## config.mk

```make
export PLATFORM = sky130hd
export DESIGN_NAME = operand_specifier_decoder
export DESIGN_NICKNAME = d
export VERILOG_FILES = /design/src/include/opdec_pkg.sv /design/src/hw/dest_ram.sv /design/src/hw/addr_gen.sv /design/src/hw/operand_specifier_decoder.sv
export SDC_FILE = /design/constraint.sdc
export NUM_CORES = 2
export LEC_CHECK = 0
export BUFFER_PORTS_ARGS = -buffer_cell sky130_fd_sc_hd__buf_2
export CORE_AREA = 2 2 343 345
export DETAILED_ROUTE_END_ITERATION = 16
export DIE_AREA = 0 0 345 347
export REMOVE_ABC_BUFFERS = 1
export SKIP_CTS_REPAIR_TIMING = 1
export SYNTH_ARGS = -nofsm -noshare
export SYNTH_HDL_FRONTEND = slang
export SYNTH_SLANG_ARGS = --single-unit
export TNS_END_PERCENT = 20
```

## constraint.sdc

```tcl
create_clock -name i_clk -period 28 [get_ports i_clk]
set_clock_uncertainty 0.1 [all_clocks]
set_input_delay 5.6 -clock i_clk [delete_from_list [all_inputs] [get_ports i_clk]]
set_output_delay 5.6 -clock i_clk [all_outputs]
set_load 0.1 [all_outputs]
```

## src/include/opdec_pkg.sv

```systemverilog
// Shared constants, types and helpers for the operand specifier decoder.
// Assumes a single core clock; all users import the whole package.
package opdec_pkg;

	// Mode nibble codes of a general specifier
	localparam logic [3:0] LIT_MODE_MAX   = 4'h3;
	localparam logic [3:0] MODE_INDEX     = 4'h4;
	localparam logic [3:0] MODE_REG       = 4'h5;
	localparam logic [3:0] MODE_REG_DEF   = 4'h6;
	localparam logic [3:0] MODE_AUTODEC   = 4'h7;
	localparam logic [3:0] MODE_AUTOINC   = 4'h8;
	localparam logic [3:0] MODE_AUTOINC_D = 4'h9;
	localparam logic [3:0] MODE_BDISP     = 4'hA;
	localparam logic [3:0] MODE_BDISP_D   = 4'hB;
	localparam logic [3:0] MODE_WDISP     = 4'hC;
	localparam logic [3:0] MODE_WDISP_D   = 4'hD;
	localparam logic [3:0] MODE_LDISP_D   = 4'hF;

	// Register numbers and limits
	localparam logic [3:0] REG_PC       = 4'hF;
	localparam logic [3:0] UNP_QUAD_MIN = 4'hC;  // Two-register operands run short here
	localparam logic [3:0] UNP_OCTA_MIN = 4'hA;  // Four-register operands run short here

	// Operand sizes as log2 of bytes
	localparam logic [2:0] LOG_BYTE = 3'h0;
	localparam logic [2:0] LOG_WORD = 3'h1;
	localparam logic [2:0] LOG_LONG = 3'h2;
	localparam logic [2:0] LOG_QUAD = 3'h3;
	localparam logic [2:0] LOG_OCTA = 3'h4;
	localparam logic [2:0] PTR_LOG  = LOG_LONG;  // Pointers are longwords

	// Access types of a specifier
	typedef enum logic [2:0] {
		ACC_R = 3'h0, ACC_M = 3'h1, ACC_W = 3'h2,
		ACC_A = 3'h3, ACC_V = 3'h4, ACC_B = 3'h5
	} acc_t;

	// Data types of an operand
	typedef enum logic [3:0] {
		DT_B = 4'h0, DT_W = 4'h1, DT_L = 4'h2, DT_Q = 4'h3, DT_O = 4'h4,
		DT_F = 4'h5, DT_D = 4'h6, DT_G = 4'h7, DT_H = 4'h8
	} dtyp_t;

	// Kind of operand handed downstream
	typedef enum logic [2:0] {
		OK_VALUE = 3'h0, OK_ADDR = 3'h1, OK_BRANCH = 3'h2, OK_FIELD = 3'h3
	} okind_t;

	// One specifier from fetch; ext is the raw extension, pc_next points past it
	typedef struct packed {
		logic [7:0]  spec;
		logic [7:0]  base;
		logic [31:0] ext;
		acc_t        acc;
		dtyp_t       dtyp;
		logic [31:0] pc_next;
		logic        last;
	} spec_req_t;

	// Evaluated operand
	typedef struct packed {
		logic        valid;
		okind_t      kind;
		logic        is_reg;
		logic [31:0] addr;
		logic [31:0] data;
	} opnd_t;

	// Register side effect
	typedef struct packed {
		logic        valid;
		logic [3:0]  idx;
		logic [31:0] value;
	} gpr_upd_t;

	// Memory read request
	typedef struct packed {
		logic        valid;
		logic [31:0] addr;
		logic [2:0]  size_log;
	} rd_req_t;

	// Saved destination
	typedef struct packed {
		logic        is_reg;
		logic [31:0] addr;
		logic [2:0]  size_log;
	} dest_t;

	// Result store request
	typedef struct packed {
		logic        valid;
		dest_t       dest;
		logic [31:0] data;
	} wr_req_t;

	// Size of a data type in log2 bytes
	function automatic logic [2:0] size_log(input dtyp_t d);
		case (d)
			DT_B:                   size_log = LOG_BYTE;
			DT_W:                   size_log = LOG_WORD;
			DT_Q, DT_D, DT_G:       size_log = LOG_QUAD;
			DT_O, DT_H:             size_log = LOG_OCTA;
			default:                size_log = LOG_LONG;
		endcase
	endfunction : size_log

endpackage : opdec_pkg

```

## src/hw/dest_ram.sv

```systemverilog
// Small store for saved destinations, one write and one registered read port.
// Assumes the reader presents its address one cycle before it needs data.
`timescale 1ns/1ps
`default_nettype none
module dest_ram
	import opdec_pkg::*;
#(
	parameter int DEPTH = 8,
	parameter int AW    = 3
)
(
	// Clock
	input  wire logic          i_clk,
	// Write port
	input  wire logic          i_we,
	input  wire logic [AW-1:0] i_waddr,
	input  wire dest_t         i_wdata,
	// Read port
	input  wire logic [AW-1:0] i_raddr,
	output dest_t              o_rdata
);
	dest_t mem [DEPTH];  // Entry array

	// Write and registered read
	always_ff @(posedge i_clk)
	begin
		if (i_we)
			mem[i_waddr] <= i_wdata;
		o_rdata <= mem[i_raddr];
	end
endmodule : dest_ram
`default_nettype wire

```

## src/hw/addr_gen.sv

```systemverilog
// Address arithmetic: index scaling and branch target.
// Assumes the caller has already chosen the base operand address.
`timescale 1ns/1ps
`default_nettype none
module addr_gen
	import opdec_pkg::*;
(
	// Index scaling
	input  wire logic [31:0] i_base,
	input  wire logic [31:0] i_rx,
	input  wire logic [2:0]  i_size_log,
	input  wire logic        i_index,
	// Branch displacement
	input  wire logic [31:0] i_pc,
	input  wire logic [15:0] i_disp,
	input  wire logic        i_disp_word,
	// Results
	output logic      [31:0] o_addr,
	output logic      [31:0] o_branch
);
	logic [31:0] scaled;  // Index times operand size
	logic [31:0] bdisp;   // Sign-extended branch displacement

	// Primary address is base, plus scaled index when indexed
	assign scaled = i_rx << i_size_log;
	assign o_addr = i_index ? i_base + scaled : i_base;

	// Byte or word displacement, width chosen by instruction
	assign bdisp    = i_disp_word ? {{16{i_disp[15]}}, i_disp}
	                              : {{24{i_disp[7]}}, i_disp[7:0]};
	assign o_branch = i_pc + bdisp;
endmodule : addr_gen
`default_nettype wire

```

## src/hw/operand_specifier_decoder.sv

```systemverilog
// Operand specifier decoder and evaluation sequencer.
// Assumes fetch delivers whole specifiers with extensions and updated pc,
// and that execute owns the register file and supplies the results that this block stores.
// Contract
// - Split byte into mode and register nibbles
// - Literal for m, w, a, v faults
// - Multi-register operand near top is unpredictable
// - Index equals modified base: address unpredictable
// - PC modes: immediate, absolute, relative, deferred
// - Branch displacement byte or word, instruction-sized
// - Branch target is pc plus sign-extended displacement
// - Read, write, modify handled in stream order
// - Address saves address; branch saved, no memory
// - Execute, then store in specifier order
// - String operations may store early
// - Field operands form one implied operand
// - Multiple exceptions may report in any order
// - Autoincrement and autodecrement seen by later specifiers
// - All reads and addresses before any store
// - Modify read and write are not indivisible
// - Later same-address store remains in memory
// - Integer literal is zero-extended
// - Indexed address is base plus size times index
// - PC as index register faults
`timescale 1ns/1ps
`default_nettype none
module operand_specifier_decoder
	import opdec_pkg::*;
#(
	parameter int DEST_DEPTH = 8,
	parameter int DEST_AW    = 3
)
(
	// Clock and reset
	input  wire logic              i_clk,
	input  wire logic              i_rstn,
	// Specifier stream from fetch
	input  wire logic              i_spec_valid,
	input  wire spec_req_t         i_spec,
	output logic                   o_spec_ready,
	// Registers and side effects
	input  wire logic [15:0][31:0] i_gpr,
	output gpr_upd_t               o_gpr_upd,
	// Operands to execute
	output opnd_t                  o_opnd,
	output logic                   o_unpred,
	// Memory reads
	output rd_req_t                o_rd,
	input  wire logic              i_rd_ack,
	input  wire logic [31:0]       i_rd_data,
	// Execute handshake and results
	output logic                   o_exec_go,
	input  wire logic              i_exec_done,
	input  wire logic              i_exec_string,
	input  wire logic              i_res_valid,
	input  wire logic [31:0]       i_res_data,
	output logic                   o_res_ready,
	// Result stores
	output wr_req_t                o_wr,
	input  wire logic              i_wr_ack,
	// Faults
	output logic                   o_fault,
	output logic [2:0]             o_fault_cause
);
	// Sequencer states, Gray along the usual path
	typedef enum logic [2:0] {
		S_IDLE  = 3'b000, S_EVAL  = 3'b001, S_DEFER = 3'b011,
		S_OPRD  = 3'b010, S_EXEC  = 3'b110, S_STORE = 3'b111,
		S_FAULT = 3'b100
	} state_t;

	state_t               state_r, state_nxt;  // Sequencer state
	spec_req_t            spec_r;              // Specifier under evaluation
	logic [31:0]          addr_r;              // Address of pending read
	logic                 fwd_v_r;             // Bypass of last register update
	logic [DEST_AW-1:0]   dcnt_r, dcnt_nxt;    // Saved destinations
	logic [DEST_AW-1:0]   st_idx_r, st_idx_nxt; // Store pointer
	dest_t                dest_rd;             // Destination at store pointer
	gpr_upd_t             upd_nxt;             // Next register side effect
	opnd_t                opnd_nxt;            // Next operand
	rd_req_t              rd_nxt;              // Next read request
	wr_req_t              wr_nxt;              // Next store request

	// Field split of specifier and index base
	wire logic        idx_mode = spec_r.spec[7:4] == MODE_INDEX;
	wire logic [7:0]  bspec    = idx_mode ? spec_r.base : spec_r.spec;
	wire logic [3:0]  bm       = bspec[7:4];
	wire logic [3:0]  br       = bspec[3:0];
	wire logic [3:0]  rx       = spec_r.spec[3:0];
	wire acc_t        acc      = spec_r.acc;
	wire logic [2:0]  slog     = size_log(spec_r.dtyp);
	wire logic [31:0] sz32     = 32'h0000_0001 << slog;
	wire logic [31:0] ptr_sz   = 32'h0000_0001 << PTR_LOG;
	wire logic        is_pc    = br == REG_PC;

	// Register values, bypassing the update just issued
	wire logic [31:0] gpr_b  = (fwd_v_r && o_gpr_upd.idx == br) ? o_gpr_upd.value : i_gpr[br];
	wire logic [31:0] rxv    = (fwd_v_r && o_gpr_upd.idx == rx) ? o_gpr_upd.value : i_gpr[rx];
	wire logic [31:0] rv     = is_pc ? spec_r.pc_next : gpr_b;  // PC reads as updated pc

	// Mode classes
	wire logic is_lit   = bm <= LIT_MODE_MAX;
	wire logic reg_mode = bm == MODE_REG;
	wire logic is_brn   = acc == ACC_B;
	wire logic imm      = bm == MODE_AUTOINC && is_pc;
	wire logic absl     = bm == MODE_AUTOINC_D && is_pc;
	wire logic autox    = (bm == MODE_AUTODEC || bm == MODE_AUTOINC || bm == MODE_AUTOINC_D)
	                      && !is_pc;
	wire logic deferred = (bm == MODE_AUTOINC_D && !is_pc) || bm == MODE_BDISP_D
	                      || bm == MODE_WDISP_D || bm == MODE_LDISP_D;

	// Reserved-mode checks, raised at once whatever else is pending
	wire logic f_lit = is_lit && (acc != ACC_R || idx_mode);
	wire logic f_reg = reg_mode && (acc == ACC_A || idx_mode);
	wire logic f_idx = idx_mode && (bm == MODE_INDEX || rx == REG_PC);
	wire logic fault = !is_brn && (f_lit || f_reg || f_idx);

	// Unpredictable cases: short register run, or index on modified base
	wire logic unp_reg = reg_mode && ((slog == LOG_QUAD && br >= UNP_QUAD_MIN)
	                     || (slog == LOG_OCTA && br >= UNP_OCTA_MIN));
	wire logic unp_idx = idx_mode && autox && rx == br;

	// Displacement sign extension by mode
	wire logic        d_byte = bm == MODE_BDISP || bm == MODE_BDISP_D;
	wire logic        d_word = bm == MODE_WDISP || bm == MODE_WDISP_D;
	wire logic [31:0] disp   = d_byte ? {{24{spec_r.ext[7]}}, spec_r.ext[7:0]}
	                         : d_word ? {{16{spec_r.ext[15]}}, spec_r.ext[15:0]}
	                         : spec_r.ext;

	// Base operand address before deferral
	wire logic [31:0] a0 = (bm == MODE_AUTODEC) ? rv - sz32
	                     : absl ? spec_r.ext
	                     : imm ? spec_r.pc_next - sz32
	                     : (bm >= MODE_BDISP) ? rv + disp : rv;

	// Register side effect of autoincrement and autodecrement
	wire logic        upd_en  = (state_r == S_EVAL) && !fault && !is_brn && autox;
	wire logic [31:0] upd_val = (bm == MODE_AUTODEC) ? rv - sz32
	                          : (bm == MODE_AUTOINC_D) ? rv + ptr_sz : rv + sz32;

	// Value known without memory: literal, register or immediate
	wire logic        val_direct = is_lit || reg_mode || (imm && acc == ACC_R);
	wire logic [31:0] lit_val    = {26'h0, bspec[5:0]};  // Zero extension
	wire logic [31:0] dir_val    = is_lit ? lit_val : reg_mode ? rv : spec_r.ext;
	wire logic        needs_rd   = (acc == ACC_R || acc == ACC_M) && !val_direct;

	// Address arithmetic
	logic [31:0] eaddr;   // Final operand address
	logic [31:0] br_tgt;  // Branch target
	wire  logic [31:0] ea_base = (state_r == S_DEFER) ? i_rd_data : a0;

	addr_gen u_addr_gen (
		.i_base      (ea_base),
		.i_rx        (rxv),
		.i_size_log  (slog),              // Index scaled by operand size
		.i_index     (idx_mode),
		.i_pc        (spec_r.pc_next),
		.i_disp      (spec_r.ext[15:0]),
		.i_disp_word (spec_r.dtyp != DT_B), // Width fixed by instruction
		.o_addr      (eaddr),
		.o_branch    (br_tgt)
	);

	// Completion of one specifier
	wire logic ev_done = (state_r == S_EVAL) && !fault
	                     && (is_brn || val_direct || (!deferred && !needs_rd));
	wire logic df_ack  = (state_r == S_DEFER) && i_rd_ack;
	wire logic fin     = ev_done || (df_ack && !needs_rd) || ((state_r == S_OPRD) && i_rd_ack);
	wire logic go_rd   = ((state_r == S_EVAL) && !fault && !val_direct && !deferred && needs_rd)
	                     || (df_ack && needs_rd);
	wire logic save_dst = fin && (acc == ACC_W || acc == ACC_M);
	wire logic [31:0] fin_addr = (state_r == S_OPRD) ? addr_r
	                           : reg_mode ? {28'h0, br} : eaddr;

	// Store phase handshakes and specifier take
	wire logic res_take = o_res_ready && i_res_valid;
	wire logic wr_done  = o_wr.valid && i_wr_ack;
	wire logic st_last  = st_idx_r == dcnt_r - 1'b1;
	wire logic spec_take = (state_r == S_IDLE) && o_spec_ready && i_spec_valid;

	// Next state
	always_comb
	begin
		state_nxt = state_r;
		unique case (state_r)
			S_IDLE:  if (spec_take) state_nxt = S_EVAL;
			S_EVAL:
			begin
				if (fault)
					state_nxt = S_FAULT;
				else if (ev_done)
					state_nxt = spec_r.last ? S_EXEC : S_IDLE;
				else if (deferred)
					state_nxt = S_DEFER;
				else
					state_nxt = S_OPRD;
			end
			S_DEFER:
			begin
				if (i_rd_ack)
					state_nxt = needs_rd ? S_OPRD : (spec_r.last ? S_EXEC : S_IDLE);
			end
			S_OPRD:  if (i_rd_ack) state_nxt = spec_r.last ? S_EXEC : S_IDLE;
			S_EXEC:
			begin
				// String work has already stored its own results
				if (i_exec_done)
					state_nxt = (i_exec_string || dcnt_r == '0) ? S_IDLE : S_STORE;
			end
			S_STORE: if (wr_done && st_last) state_nxt = S_IDLE;
			S_FAULT: state_nxt = S_IDLE;
			default: state_nxt = S_IDLE;
		endcase
	end

	// Destination bookkeeping, stores walk saved order
	assign dcnt_nxt   = (state_nxt == S_IDLE && (state_r == S_EXEC || state_r == S_STORE
	                    || state_r == S_FAULT)) ? '0
	                  : save_dst ? dcnt_r + 1'b1 : dcnt_r;
	assign st_idx_nxt = (state_r == S_EXEC) ? '0
	                  : (wr_done && !st_last) ? st_idx_r + 1'b1 : st_idx_r;

	// Operand hand-off; address and field kinds carry address only, plus the register value in register mode
	always_comb
	begin
		opnd_nxt        = '0;
		opnd_nxt.valid  = fin;
		opnd_nxt.is_reg = reg_mode && !is_brn;
		opnd_nxt.addr   = fin_addr;
		unique case (acc)
			ACC_B:   opnd_nxt.kind = OK_BRANCH;
			ACC_V:   opnd_nxt.kind = OK_FIELD;
			ACC_A,
			ACC_W:   opnd_nxt.kind = OK_ADDR;
			default: opnd_nxt.kind = OK_VALUE;
		endcase
		if (is_brn)
			opnd_nxt.data = br_tgt;
		else if (state_r == S_OPRD)
			opnd_nxt.data = i_rd_data;
		else if (val_direct)
			opnd_nxt.data = dir_val;
		else
			opnd_nxt.data = '0;
	end

	// Read requests: pointer first, then operand; no lock is held
	always_comb
	begin
		rd_nxt = o_rd;
		if (i_rd_ack)
			rd_nxt.valid = 1'b0;
		if (state_r == S_EVAL && !fault && deferred && !is_brn && !val_direct)
			rd_nxt = '{valid: 1'b1, addr: a0, size_log: PTR_LOG};
		else if (go_rd)
			rd_nxt = '{valid: 1'b1, addr: eaddr, size_log: slog};
	end

	// Store requests, only after execute finished
	always_comb
	begin
		wr_nxt = o_wr;
		if (wr_done)
			wr_nxt.valid = 1'b0;
		if (res_take)
			wr_nxt = '{valid: 1'b1, dest: dest_rd, data: i_res_data};
	end

	// Index and value are held together so the bypass never pairs stale data with a new register
	assign upd_nxt = '{valid: upd_en, idx: upd_en ? br : o_gpr_upd.idx,
	                   value: upd_en ? upd_val : o_gpr_upd.value};

	// Destination entry written when a write or modify specifier completes
	wire dest_t dst_wdata = '{is_reg: reg_mode, addr: fin_addr, size_log: slog};

	// Saved destination store
	dest_ram #(
		.DEPTH (DEST_DEPTH),
		.AW    (DEST_AW)
	) u_dest_ram (
		.i_clk   (i_clk),
		.i_we    (save_dst),
		.i_waddr (dcnt_r),
		.i_wdata (dst_wdata),
		.i_raddr (st_idx_nxt),
		.o_rdata (dest_rd)
	);

	// Sequencer and counters
	always_ff @(posedge i_clk or negedge i_rstn)
	begin
		if (!i_rstn)
		begin
			state_r  <= S_IDLE;
			dcnt_r   <= '0;
			st_idx_r <= '0;
		end
		else
		begin
			state_r  <= state_nxt;
			dcnt_r   <= dcnt_nxt;
			st_idx_r <= st_idx_nxt;
		end
	end

	// Specifier capture and pending read address
	always_ff @(posedge i_clk or negedge i_rstn)
	begin
		if (!i_rstn)
		begin
			spec_r <= '0;
			addr_r <= '0;
		end
		else
		begin
			if (spec_take)
				spec_r <= i_spec;
			if (go_rd)
				addr_r <= eaddr;
		end
	end

	// Register side effects; bypass lives until execute takes over or a fault is raised
	always_ff @(posedge i_clk or negedge i_rstn)
	begin
		if (!i_rstn)
		begin
			o_gpr_upd <= '0;
			fwd_v_r   <= 1'b0;
		end
		else
		begin
			o_gpr_upd <= upd_nxt;
			if (state_nxt == S_EXEC || state_nxt == S_FAULT)
				fwd_v_r <= 1'b0;
			else if (upd_en)
				fwd_v_r <= 1'b1;
		end
	end

	// Operand, read, store and control outputs
	always_ff @(posedge i_clk or negedge i_rstn)
	begin
		if (!i_rstn)
		begin
			o_opnd        <= '0;
			o_unpred      <= 1'b0;
			o_rd          <= '0;
			o_wr          <= '0;
			o_spec_ready  <= 1'b0;
			o_exec_go     <= 1'b0;
			o_res_ready   <= 1'b0;
			o_fault       <= 1'b0;
			o_fault_cause <= '0;
		end
		else
		begin
			o_opnd        <= opnd_nxt;
			o_unpred      <= fin && (unp_reg || unp_idx);
			o_rd          <= rd_nxt;
			o_wr          <= wr_nxt;
			o_spec_ready  <= state_nxt == S_IDLE && !spec_take;
			o_exec_go     <= state_nxt == S_EXEC && state_r != S_EXEC;
			o_res_ready   <= state_nxt == S_STORE && !wr_nxt.valid;
			o_fault       <= state_r == S_EVAL && fault;
			o_fault_cause <= (state_r == S_EVAL) ? {f_idx, f_reg, f_lit} : 3'h0;
		end
	end

	// Checks
	AST_LIT_FAULT: assert property (@(posedge i_clk) disable iff (!i_rstn)
		state_r == S_EVAL && is_lit && !is_brn && acc != ACC_R |=> o_fault && o_fault_cause[0])
		else $error("literal with non-read access did not fault");
	AST_PC_INDEX: assert property (@(posedge i_clk) disable iff (!i_rstn)
		state_r == S_EVAL && idx_mode && rx == REG_PC && !is_brn |=> o_fault)
		else $error("pc as index register did not fault");
	AST_BRANCH: assert property (@(posedge i_clk) disable iff (!i_rstn)
		state_r == S_EVAL && is_brn |=> o_opnd.valid && o_opnd.kind == OK_BRANCH
		&& o_opnd.data == $past(br_tgt) && !o_rd.valid)
		else $error("branch target wrong or memory touched");
	AST_AUTOINC: assert property (@(posedge i_clk) disable iff (!i_rstn)
		upd_en && bm == MODE_AUTOINC |=> o_gpr_upd.valid
		&& o_gpr_upd.value == $past(rv) + $past(sz32))
		else $error("autoincrement value wrong");
	AST_FAULT_CLEAN: assert property (@(posedge i_clk) disable iff (!i_rstn)
		o_fault |-> !o_gpr_upd.valid && !o_wr.valid ##1 state_r == S_IDLE && dcnt_r == '0)
		else $error("fault left state changed");
	AST_STORE_PHASE: assert property (@(posedge i_clk) disable iff (!i_rstn)
		o_wr.valid |-> state_r == S_STORE)
		else $error("store issued outside store phase");
	AST_STORE_ORDER: assert property (@(posedge i_clk) disable iff (!i_rstn)
		state_r == S_STORE && wr_done && !st_last |=> st_idx_r == $past(st_idx_r) + 1'b1)
		else $error("stores out of order");
	AST_LITERAL: assert property (@(posedge i_clk) disable iff (!i_rstn)
		state_r == S_EVAL && is_lit && acc == ACC_R && !idx_mode |=> o_opnd.valid
		&& o_opnd.data == {26'h0, $past(bspec[5:0])})
		else $error("literal not zero-extended");
	AST_WRITE_NOREAD: assert property (@(posedge i_clk) disable iff (!i_rstn)
		state_r == S_EVAL && acc == ACC_W && !fault && !deferred |=> !o_rd.valid [*2])
		else $error("write specifier read memory");
	CVR_BRANCH: cover property (@(posedge i_clk) disable iff (!i_rstn)
		o_opnd.valid && o_opnd.kind == OK_BRANCH);
	CVR_DEFER: cover property (@(posedge i_clk) disable iff (!i_rstn)
		state_r == S_DEFER ##[1:20] state_r == S_OPRD);
	CVR_STORE: cover property (@(posedge i_clk) disable iff (!i_rstn) wr_done && st_last);
	CVR_FAULT: cover property (@(posedge i_clk) disable iff (!i_rstn) o_fault);
endmodule : operand_specifier_decoder
`default_nettype wire

```

# Word-level counts from Yosys, hierarchy flattened
# Memory sizes are Yosys's and may differ from the RTL's. A register that Yosys moved wholly into a read port is not among the register bits.
# Index checks and enable logic that the tools add are counted.
op_classes:
  addsub: 10
  order_cmp: 6
  n_eq_ne: 40
  shift: 2
  mux: 54
  n_reduce_logical: 96
ops:
  columns: ["op", "n"]
  rows:
  - ["two-way mux 32 bit", 23]
  - ["binary-select mux 32 bit (select 4 bit)", 2]
  - ["adder 32 bit", 4]
  - ["two-way mux 36 bit", 2]
  - ["two-way mux 69 bit", 1]
  - ["subtractor 32 bit", 2]
  - ["logical AND 1 bit", 46]
  - ["two-way mux 3 bit", 15]
  - ["equality test 4 bit, second input constant", 10]
  - ["adder 32 x 3 -> 32 bit, second input constant", 1]
  - ["left shift 1 x 3 -> 32 bit, first input constant", 1]
  - ["left shift 32 x 3 -> 32 bit", 1]
  - ["equality test 4 x 3 -> 1 bit, second input constant", 7]
  - ["equality test 3 bit, second input constant", 9]
  - ["logical OR 1 bit", 27]
  - ["one-hot mux 3 bit (6 select lines)", 1]
  - ["equality test 3 x 2 -> 1 bit, second input constant", 5]
  - ["equality test 4 bit", 3]
  - [">= comparator 4 bit, second input constant", 3]
  - ["logical NOT 3 bit", 4]
  - ["one-hot mux 3 bit (4 select lines)", 1]
  - ["less-than comparator 4 x 5 -> 1 bit, second input constant", 2]
  - ["logical NOT 1 bit", 9]
  - ["two-way mux 8 bit", 1]
  - ["16 further kinds", 28]
totals:
  register_bits: 349
  ram_bits: 288
  output_inout_bits: 219
  word_cells: 243
  mem_count: 1
memory_table:
  columns: ["memory", "words", "word_bits", "read_ports", "rd_clocked_by_memory_dff", "write_ports", "line_no", "rtl"]
  rows:
  - ["u_dest_ram.mem", 8, 36, 1, 1, 1, "dest_ram.sv:22", "dest_t mem [DEPTH];"]

# Longest topological paths before layout
logic_depth:
  depth_word: 18
  depth_mapped: 48
  ltp_nobuf: 39

# Hierarchy
# Synthesis repeated with hierarchy kept, for this count alone.
unflattened:
  hier_cells: 4585
  area_unflattened_um2: 47520.6
by_module_without_submodules:
  columns: ["mod", "instances", "cells_per_inst", "area_each_um2", "seq_area_each_um2"]
  rows:
  - ["operand_specifier_decoder", 1, 3472, 30853.3, 8708.4]
  - ["dest_ram", 1, 465, 11862.6, 9369.0]
  - ["addr_gen", 1, 648, 4804.6, 0.0]

# Worst setup path before layout
# Ideal clock, no wire load.
synth_path:
  path_type: "input -> register"
  startpoint: "input i_gpr[193] (netlist name)"
  endpoint: "memory u_dest_ram.mem[0][34] (netlist name) (data pin)"
  setup_time_ns: 0.227
  arrival_time_ns: 12.822
  t_required_ns: 27.673
  path_slack_ns: 14.851
  stages: 37
  cell_sequence: "nand2_1 and3_1 a311oi_1 a31oi_1 a2111o_1 a31oi_1 inv_1 fa_1 nor2b_1 o21a_1 o21a_1 o21ai_0 a21oi_1 o21ai_0 a21boi_0 nor2_1 a211oi_1 a211oi_1 a211oi_1 a21oi_1 mux2_2 ha_1 a21o_1 a21o_1 a21oi_1 o21ai_0 a21oi_1 a2111oi_0 or3_1 nand2_1 o31ai_4 a2111oi_4 o21bai_2 or4b_1 a41oi_2 xnor2_1 o21ai_1"
synth_between:
  elab_chain_cells: 14
  elab_cells_between_ends: 19
  classes_between: "add/sub (3); shift (1); mux (15)"
synth_lines:
  columns: ["element", "line_no", "rtl"]
  rows:
  - ["start, declared", "operand_specifier_decoder.sv:42", "input wire logic [15:0][31:0] i_gpr,"]
  - ["binary-select mux 32 bit (select 4 bit)", "operand_specifier_decoder.sv:97", "wire logic [31:0] gpr_b = (fwd_v_r && o_gpr_upd.idx == br) ? o_gpr_upd.value : i_gpr[br];"]
  - ["two-way mux 32 bit (implied by the code)", "operand_specifier_decoder.sv:97", null]
  - ["two-way mux 32 bit", "operand_specifier_decoder.sv:97", null]
  - ["two-way mux 32 bit", "operand_specifier_decoder.sv:99", "wire logic [31:0] rv = is_pc ? spec_r.pc_next : gpr_b;"]
  - ["adder 32 bit", "operand_specifier_decoder.sv:134", ": (bm >= MODE_BDISP) ? rv + disp : rv;"]
  - ["two-way mux 32 bit", "operand_specifier_decoder.sv:134", null]
  - ["two-way mux 32 bit", "operand_specifier_decoder.sv:133", ": imm ? spec_r.pc_next - sz32"]
  - ["two-way mux 32 bit", "operand_specifier_decoder.sv:132", ": absl ? spec_r.ext"]
  - ["two-way mux 32 bit", "operand_specifier_decoder.sv:131", "wire logic [31:0] a0 = (bm == MODE_AUTODEC) ? rv - sz32"]
  - ["two-way mux 32 bit", "operand_specifier_decoder.sv:150", "wire logic [31:0] ea_base = (state_r == S_DEFER) ? i_rd_data : a0;"]
  - ["adder 32 bit", "addr_gen.sv:26", "assign o_addr = i_index ? i_base + scaled : i_base;"]
  - ["two-way mux 32 bit *", "addr_gen.sv:26", null]
  - ["two-way mux 32 bit *", "operand_specifier_decoder.sv:173", ": reg_mode ? {28'h0, br} : eaddr;"]
  - ["two-way mux 32 bit *", "operand_specifier_decoder.sv:172", "wire logic [31:0] fin_addr = (state_r == S_OPRD) ? addr_r"]
  - ["via fin_addr[31]", "operand_specifier_decoder.sv:172", null]
  - ["end, declared", "dest_ram.sv:22", null]
# Mark *: on every way through the listed nets, which the timed path passes. The rest lies on a longest branch. The select of a mux whose other input is x is not followed.

# Final worst setup path
layout_path:
  startpoint: "input i_gpr[320] (netlist name)"
  endpoint: "memory u_dest_ram.mem[5][34] (netlist name) (data pin)"
# Same word-level chain as after synthesis.

==> impl_summary.txt <==
----------------------------------------------------
[Status]
  Status ... completed

[CTS]
  Clock-pin slew of the registers on the worst-case setup and hold paths ... around 60 ps
  Max Root-Sink Buffers ... 3
  Insertion delay to the later sink of the worst-skew pair ... around 660 ps
  Total clock sinks ... between 600 and 700
  H-tree depth reported by CTS ... 3
  TritonCTS clock tree ... built
  CTS root buffer ... sky130_fd_sc_hd__clkbuf_16
  Number of clock buffers inserted by TritonCTS ... 71

[Detailed routing]
  Overall via count from detail_route ... around 43000
  Wirelength, routed ... just over 200 mm
  Vias per cell ... just under 6
  Number of nets still failing antenna checks after routing ... 0
  Iteration count of the initial detailed-routing pass ... 6
  Detail-routed net length per standard cell ... 28.3 um
  Number of violations reported at the end of detailed-routing iteration 0 ... ~3900
  Post-route DRC violation count ... 0

[Die]
  Vertical die dimension ... about 350 um
  Die ar. ... ~120000 um2
  Row cnt ... 125
  Horizontal die dimension ... approximately 350 um
  Initial Utilization ... between 30 and 40%
  Number of ports placed on the die boundary ... slightly below 900
  Core region area ... 116000 um2

[Logic synthesis]
  Summed instance area of the synthesized netlist ... around 46000 um2
  Post-synthesis compound-gate area fraction ... between 10 and 15%
  Predominant post-synthesis flop cell ... sky130_fd_sc_hd__dfrtp_1
  Average cell area after synthesis ... roughly 9.4 um2
  Post-synth top area share ... a little under a fifth
  Cell type with the highest aggregate area in the netlist ... sky130_fd_sc_hd__dfrtp_1
  Multiplexer share of the synthesized area ... 17.3%
  Fraction of the mapped netlist area in simple logic gates ... between 10% and 20%
  Yosys warns ... 0
  Netlist cell types ... just over 90
  Top post-synthesis cells by area ... sky130_fd_sc_hd__dfrtp_1 19%, sky130_fd_sc_hd__edfxtp_1 19%, sky130_fd_sc_hd__mux4_2 8.6%
  Share of flip-flops with an asynchronous set or reset after synthesis ... about half
  Top cells by count, synth ... 1022 x sky130_fd_sc_hd__nand2_1, 348 x sky130_fd_sc_hd__dfrtp_1, 302 x sky130_fd_sc_hd__nand3_1
  Count of flip-flops with a built-in enable after synthesis ... between 200 and 300
  Area share of fa/ha/maj cells after synthesis ... under 10%
  Synthesized netlist cell count ... 4853
  Xor and xnor fraction of the mapped netlist area ... approximately 3%
  Combinational family with the most area after synthesis ... simple AND/OR/NAND/NOR gates
  Share of synthesized area occupied by flip-flops and latches ... approximately 40%
  Count of state elements after synthesis ... between 600 and 700
  Most frequent cell after synthesis ... sky130_fd_sc_hd__nand2_1

[Timing]
  Final setup violation count ... 0
  Relative max-transition margin ... between 10% and 20%
  Setup repair after global routing missed its margin ... no
  Final critical-path share of the clock period ... between 50% and 60%
  Highest achievable clock rate ... between 0.07 and 0.08 GHz
  Number of pins with negative max-slew slack in the final report ... 0
  Number of hold violations in the final report ... 0
  Setup total negative slack ... 0 ps
  Actual transition at the worst max-transition pin ... 1290 ps
  Clock period minus final worst setup slack ... 14280 ps

[Global routing]
  Wire length of the first global-routing pass ... between 200 and 300 mm
  Global-route met1 utilization ... 41.4%
  Total routing usage reported by global routing ... 33.1%
  Met2 Use GR ... between 50 and 60%
  GRT met3 Usage ... ~6.7%
  Maximum number of pins on one net before global-route repair ... roughly 140
  Initial antenna violation count ... 102
  Busiest metal layer after global routing ... met2
  Vias in the first global route ... between 40000 and 50000
  Overflow left after global routing ... 0

[Placement]
  Port Buffers ... a little under 900
  Final HPWL from detailed placement ... between 150 and 200 mm
  Gp weighted congestion ... about 0.98

[Setup path]
  End of the worst register-to-register path ... u_dest_ram.mem[5][34]$_DFFE_PP_
  Critical-path maximum fanout ... 9
  Slowest stage cell, crit path ... sky130_fd_sc_hd__a311oi_1
  Reg2Reg Setup Slack ... between 15000 and 20000 ps
  Crit path to ... u_dest_ram.mem[5][34]$_DFFE_PP_
  Arrival time of the worst setup path ... 14530 ps
  Maximum single-stage delay on the critical path ... between 500 and 600 ps
  Worst setup EP type ... flop
  Origin of the worst setup path ... i_gpr[320]
  Critical R2R Launch ... spec_r[84]$_DFFE_PN0P_
  Crit path kind ... primary input to flop
  Crit start category ... primary input
  Number of cell instances on the worst register-to-register path ... 40
  Required arrival time at the worst endpoint ... 28260 ps
  Cell occurring most often along the worst timing path ... sky130_fd_sc_hd__a21oi_1

[Final layout]
  Fraction of final layout cells sized beyond drive strength 1 ... between 20 and 30%
  Growth of design area from synthesis to finish ... 19.1%
  Net total in the final layout ... 6405

[Min path]
  Worst min-delay path startpoint ... u_dest_ram.o_rdata[14]$_DFF_P_
  Path type of the worst min-delay path ... flop to flop

[Run]
  Count of maximum capacitance violations ... 0

----------------------------------------------------
[cell families after synthesis]
| family | count (synthesis) |
|---|---|
| and+or+nand+nor | 1912 |
| other | 2 |
| DFF | 672 |
| buffers and inverters | 411 |
| xor gates and xnor gates | 161 |
| muxes | 547 |
| AOI/OAI and AO/OA | 1021 |
| adders and majority gates | 127 |
[critical path, delay by kind of cell]
family          cells  cell delay (ps)
mux                 1              350
buf+inv             2              170
fa+ha+maj           3             1010
compound gates     24             5730
simple gates        7             1550
xor+xnor            1              130
[registers in the layout, summed over array words and instances, names as in the netlist, 3 cells and up]
name,flops
acc,3
addr_r,32
dcnt_r,3
o_fault_cause,3
o_gpr_upd,37
o_opnd,68
o_rd,36
o_wr,69
rx,4
spec_r,81
st_idx_r,3
state_r,3
u_dest_ram.mem,288
u_dest_ram.o_rdata,36
[metrics by stage]
| step | worst slack, ps | instances | utilization, % | instance area, um2 | hold slack, ps |
|---|---|---|---|---|---|
| after floorplan | 11540 | 4532 | - | 44400 | 335 |
| after global placement | 13390 | 7057 | 44.8 | 51800 | 344 |
| after detailed placement | 13260 | 7057 | 44.8 | 51800 | 347 |
| after CTS | 13910 | 7189 | 46.9 | 54300 | 353 |
| after global routing | 13020 | 7232 | 47.0 | 54400 | 369 |
| final | 13720 | 7244 | 47.0 | 54500 | 358 |
[per-layer routing]
layer	share of wire, %	routed length [um]	up-vias
li1	-	-	19300
met1	39	80300	21200
met2	46	95100	2028
met3	7.9	16100	481
met4	6.4	13200	54
met5	0.16	331	-
[final cells by class]
type	instances	area, um2
multi-input cells	3778	26200
diodes	55	138
repair buffers	1001	5310
flip-flops and latches	672	18100
clock buffers	100	2010
well taps	1524	1910
inverters	82	313
clock inverters	32	472
fillers	11300	61300
[cell usage in the layout, fill, tap and decap left out, types with 24 or more instances in the layout]
| master | count |
|---|---|
| sky130_fd_sc_hd__a311oi_1 | 24 |
| sky130_fd_sc_hd__and3_1 | 42 |
| sky130_fd_sc_hd__xor2_1 | 63 |
| sky130_fd_sc_hd__o21a_1 | 30 |
| sky130_fd_sc_hd__a31oi_1 | 59 |
| sky130_fd_sc_hd__nand2b_1 | 26 |
| sky130_fd_sc_hd__nor2b_1 | 31 |
| sky130_fd_sc_hd__a211oi_1 | 72 |
| sky130_fd_sc_hd__clkbuf_16 | 74 |
| sky130_fd_sc_hd__diode_2 | 55 |
| sky130_fd_sc_hd__xnor2_1 | 98 |
| sky130_fd_sc_hd__nand2_1 | 1018 |
| sky130_fd_sc_hd__inv_1 | 77 |
| sky130_fd_sc_hd__buf_2 | 888 |
| sky130_fd_sc_hd__edfxtp_1 | 288 |
| sky130_fd_sc_hd__a21oi_1 | 223 |
| sky130_fd_sc_hd__dfrtp_1 | 344 |
| sky130_fd_sc_hd__mux2i_1 | 170 |
| sky130_fd_sc_hd__mux4_2 | 175 |
| sky130_fd_sc_hd__nor3_1 | 64 |
| sky130_fd_sc_hd__nand3_1 | 301 |
| sky130_fd_sc_hd__a21o_1 | 73 |
| sky130_fd_sc_hd__dfxtp_1 | 36 |
| sky130_fd_sc_hd__mux2_2 | 194 |
| sky130_fd_sc_hd__ha_1 | 121 |
| sky130_fd_sc_hd__nor2_1 | 280 |
| sky130_fd_sc_hd__buf_4 | 111 |
| sky130_fd_sc_hd__a32oi_1 | 38 |
| sky130_fd_sc_hd__o21ai_0 | 277 |
[worst min-delay path by stage]
stage,endpoint,slack (ps),cells after the start
after global routing,o_wr[38]$_DFFE_PN0P_,370,1
after global placement,o_wr[55]$_DFFE_PN0P_,340,1
final,o_wr[46]$_DFFE_PN0P_,360,1
after CTS,o_wr[46]$_DFFE_PN0P_,350,1
after floorplan,addr_r[2]$_DFFE_PN0N_,330,2
after detailed placement,o_wr[66]$_DFFE_PN0P_,350,1
Power is left out: the tool's default activity adds up to more than one toggle a clock period on the data nets, which glitch-free logic cannot reach.
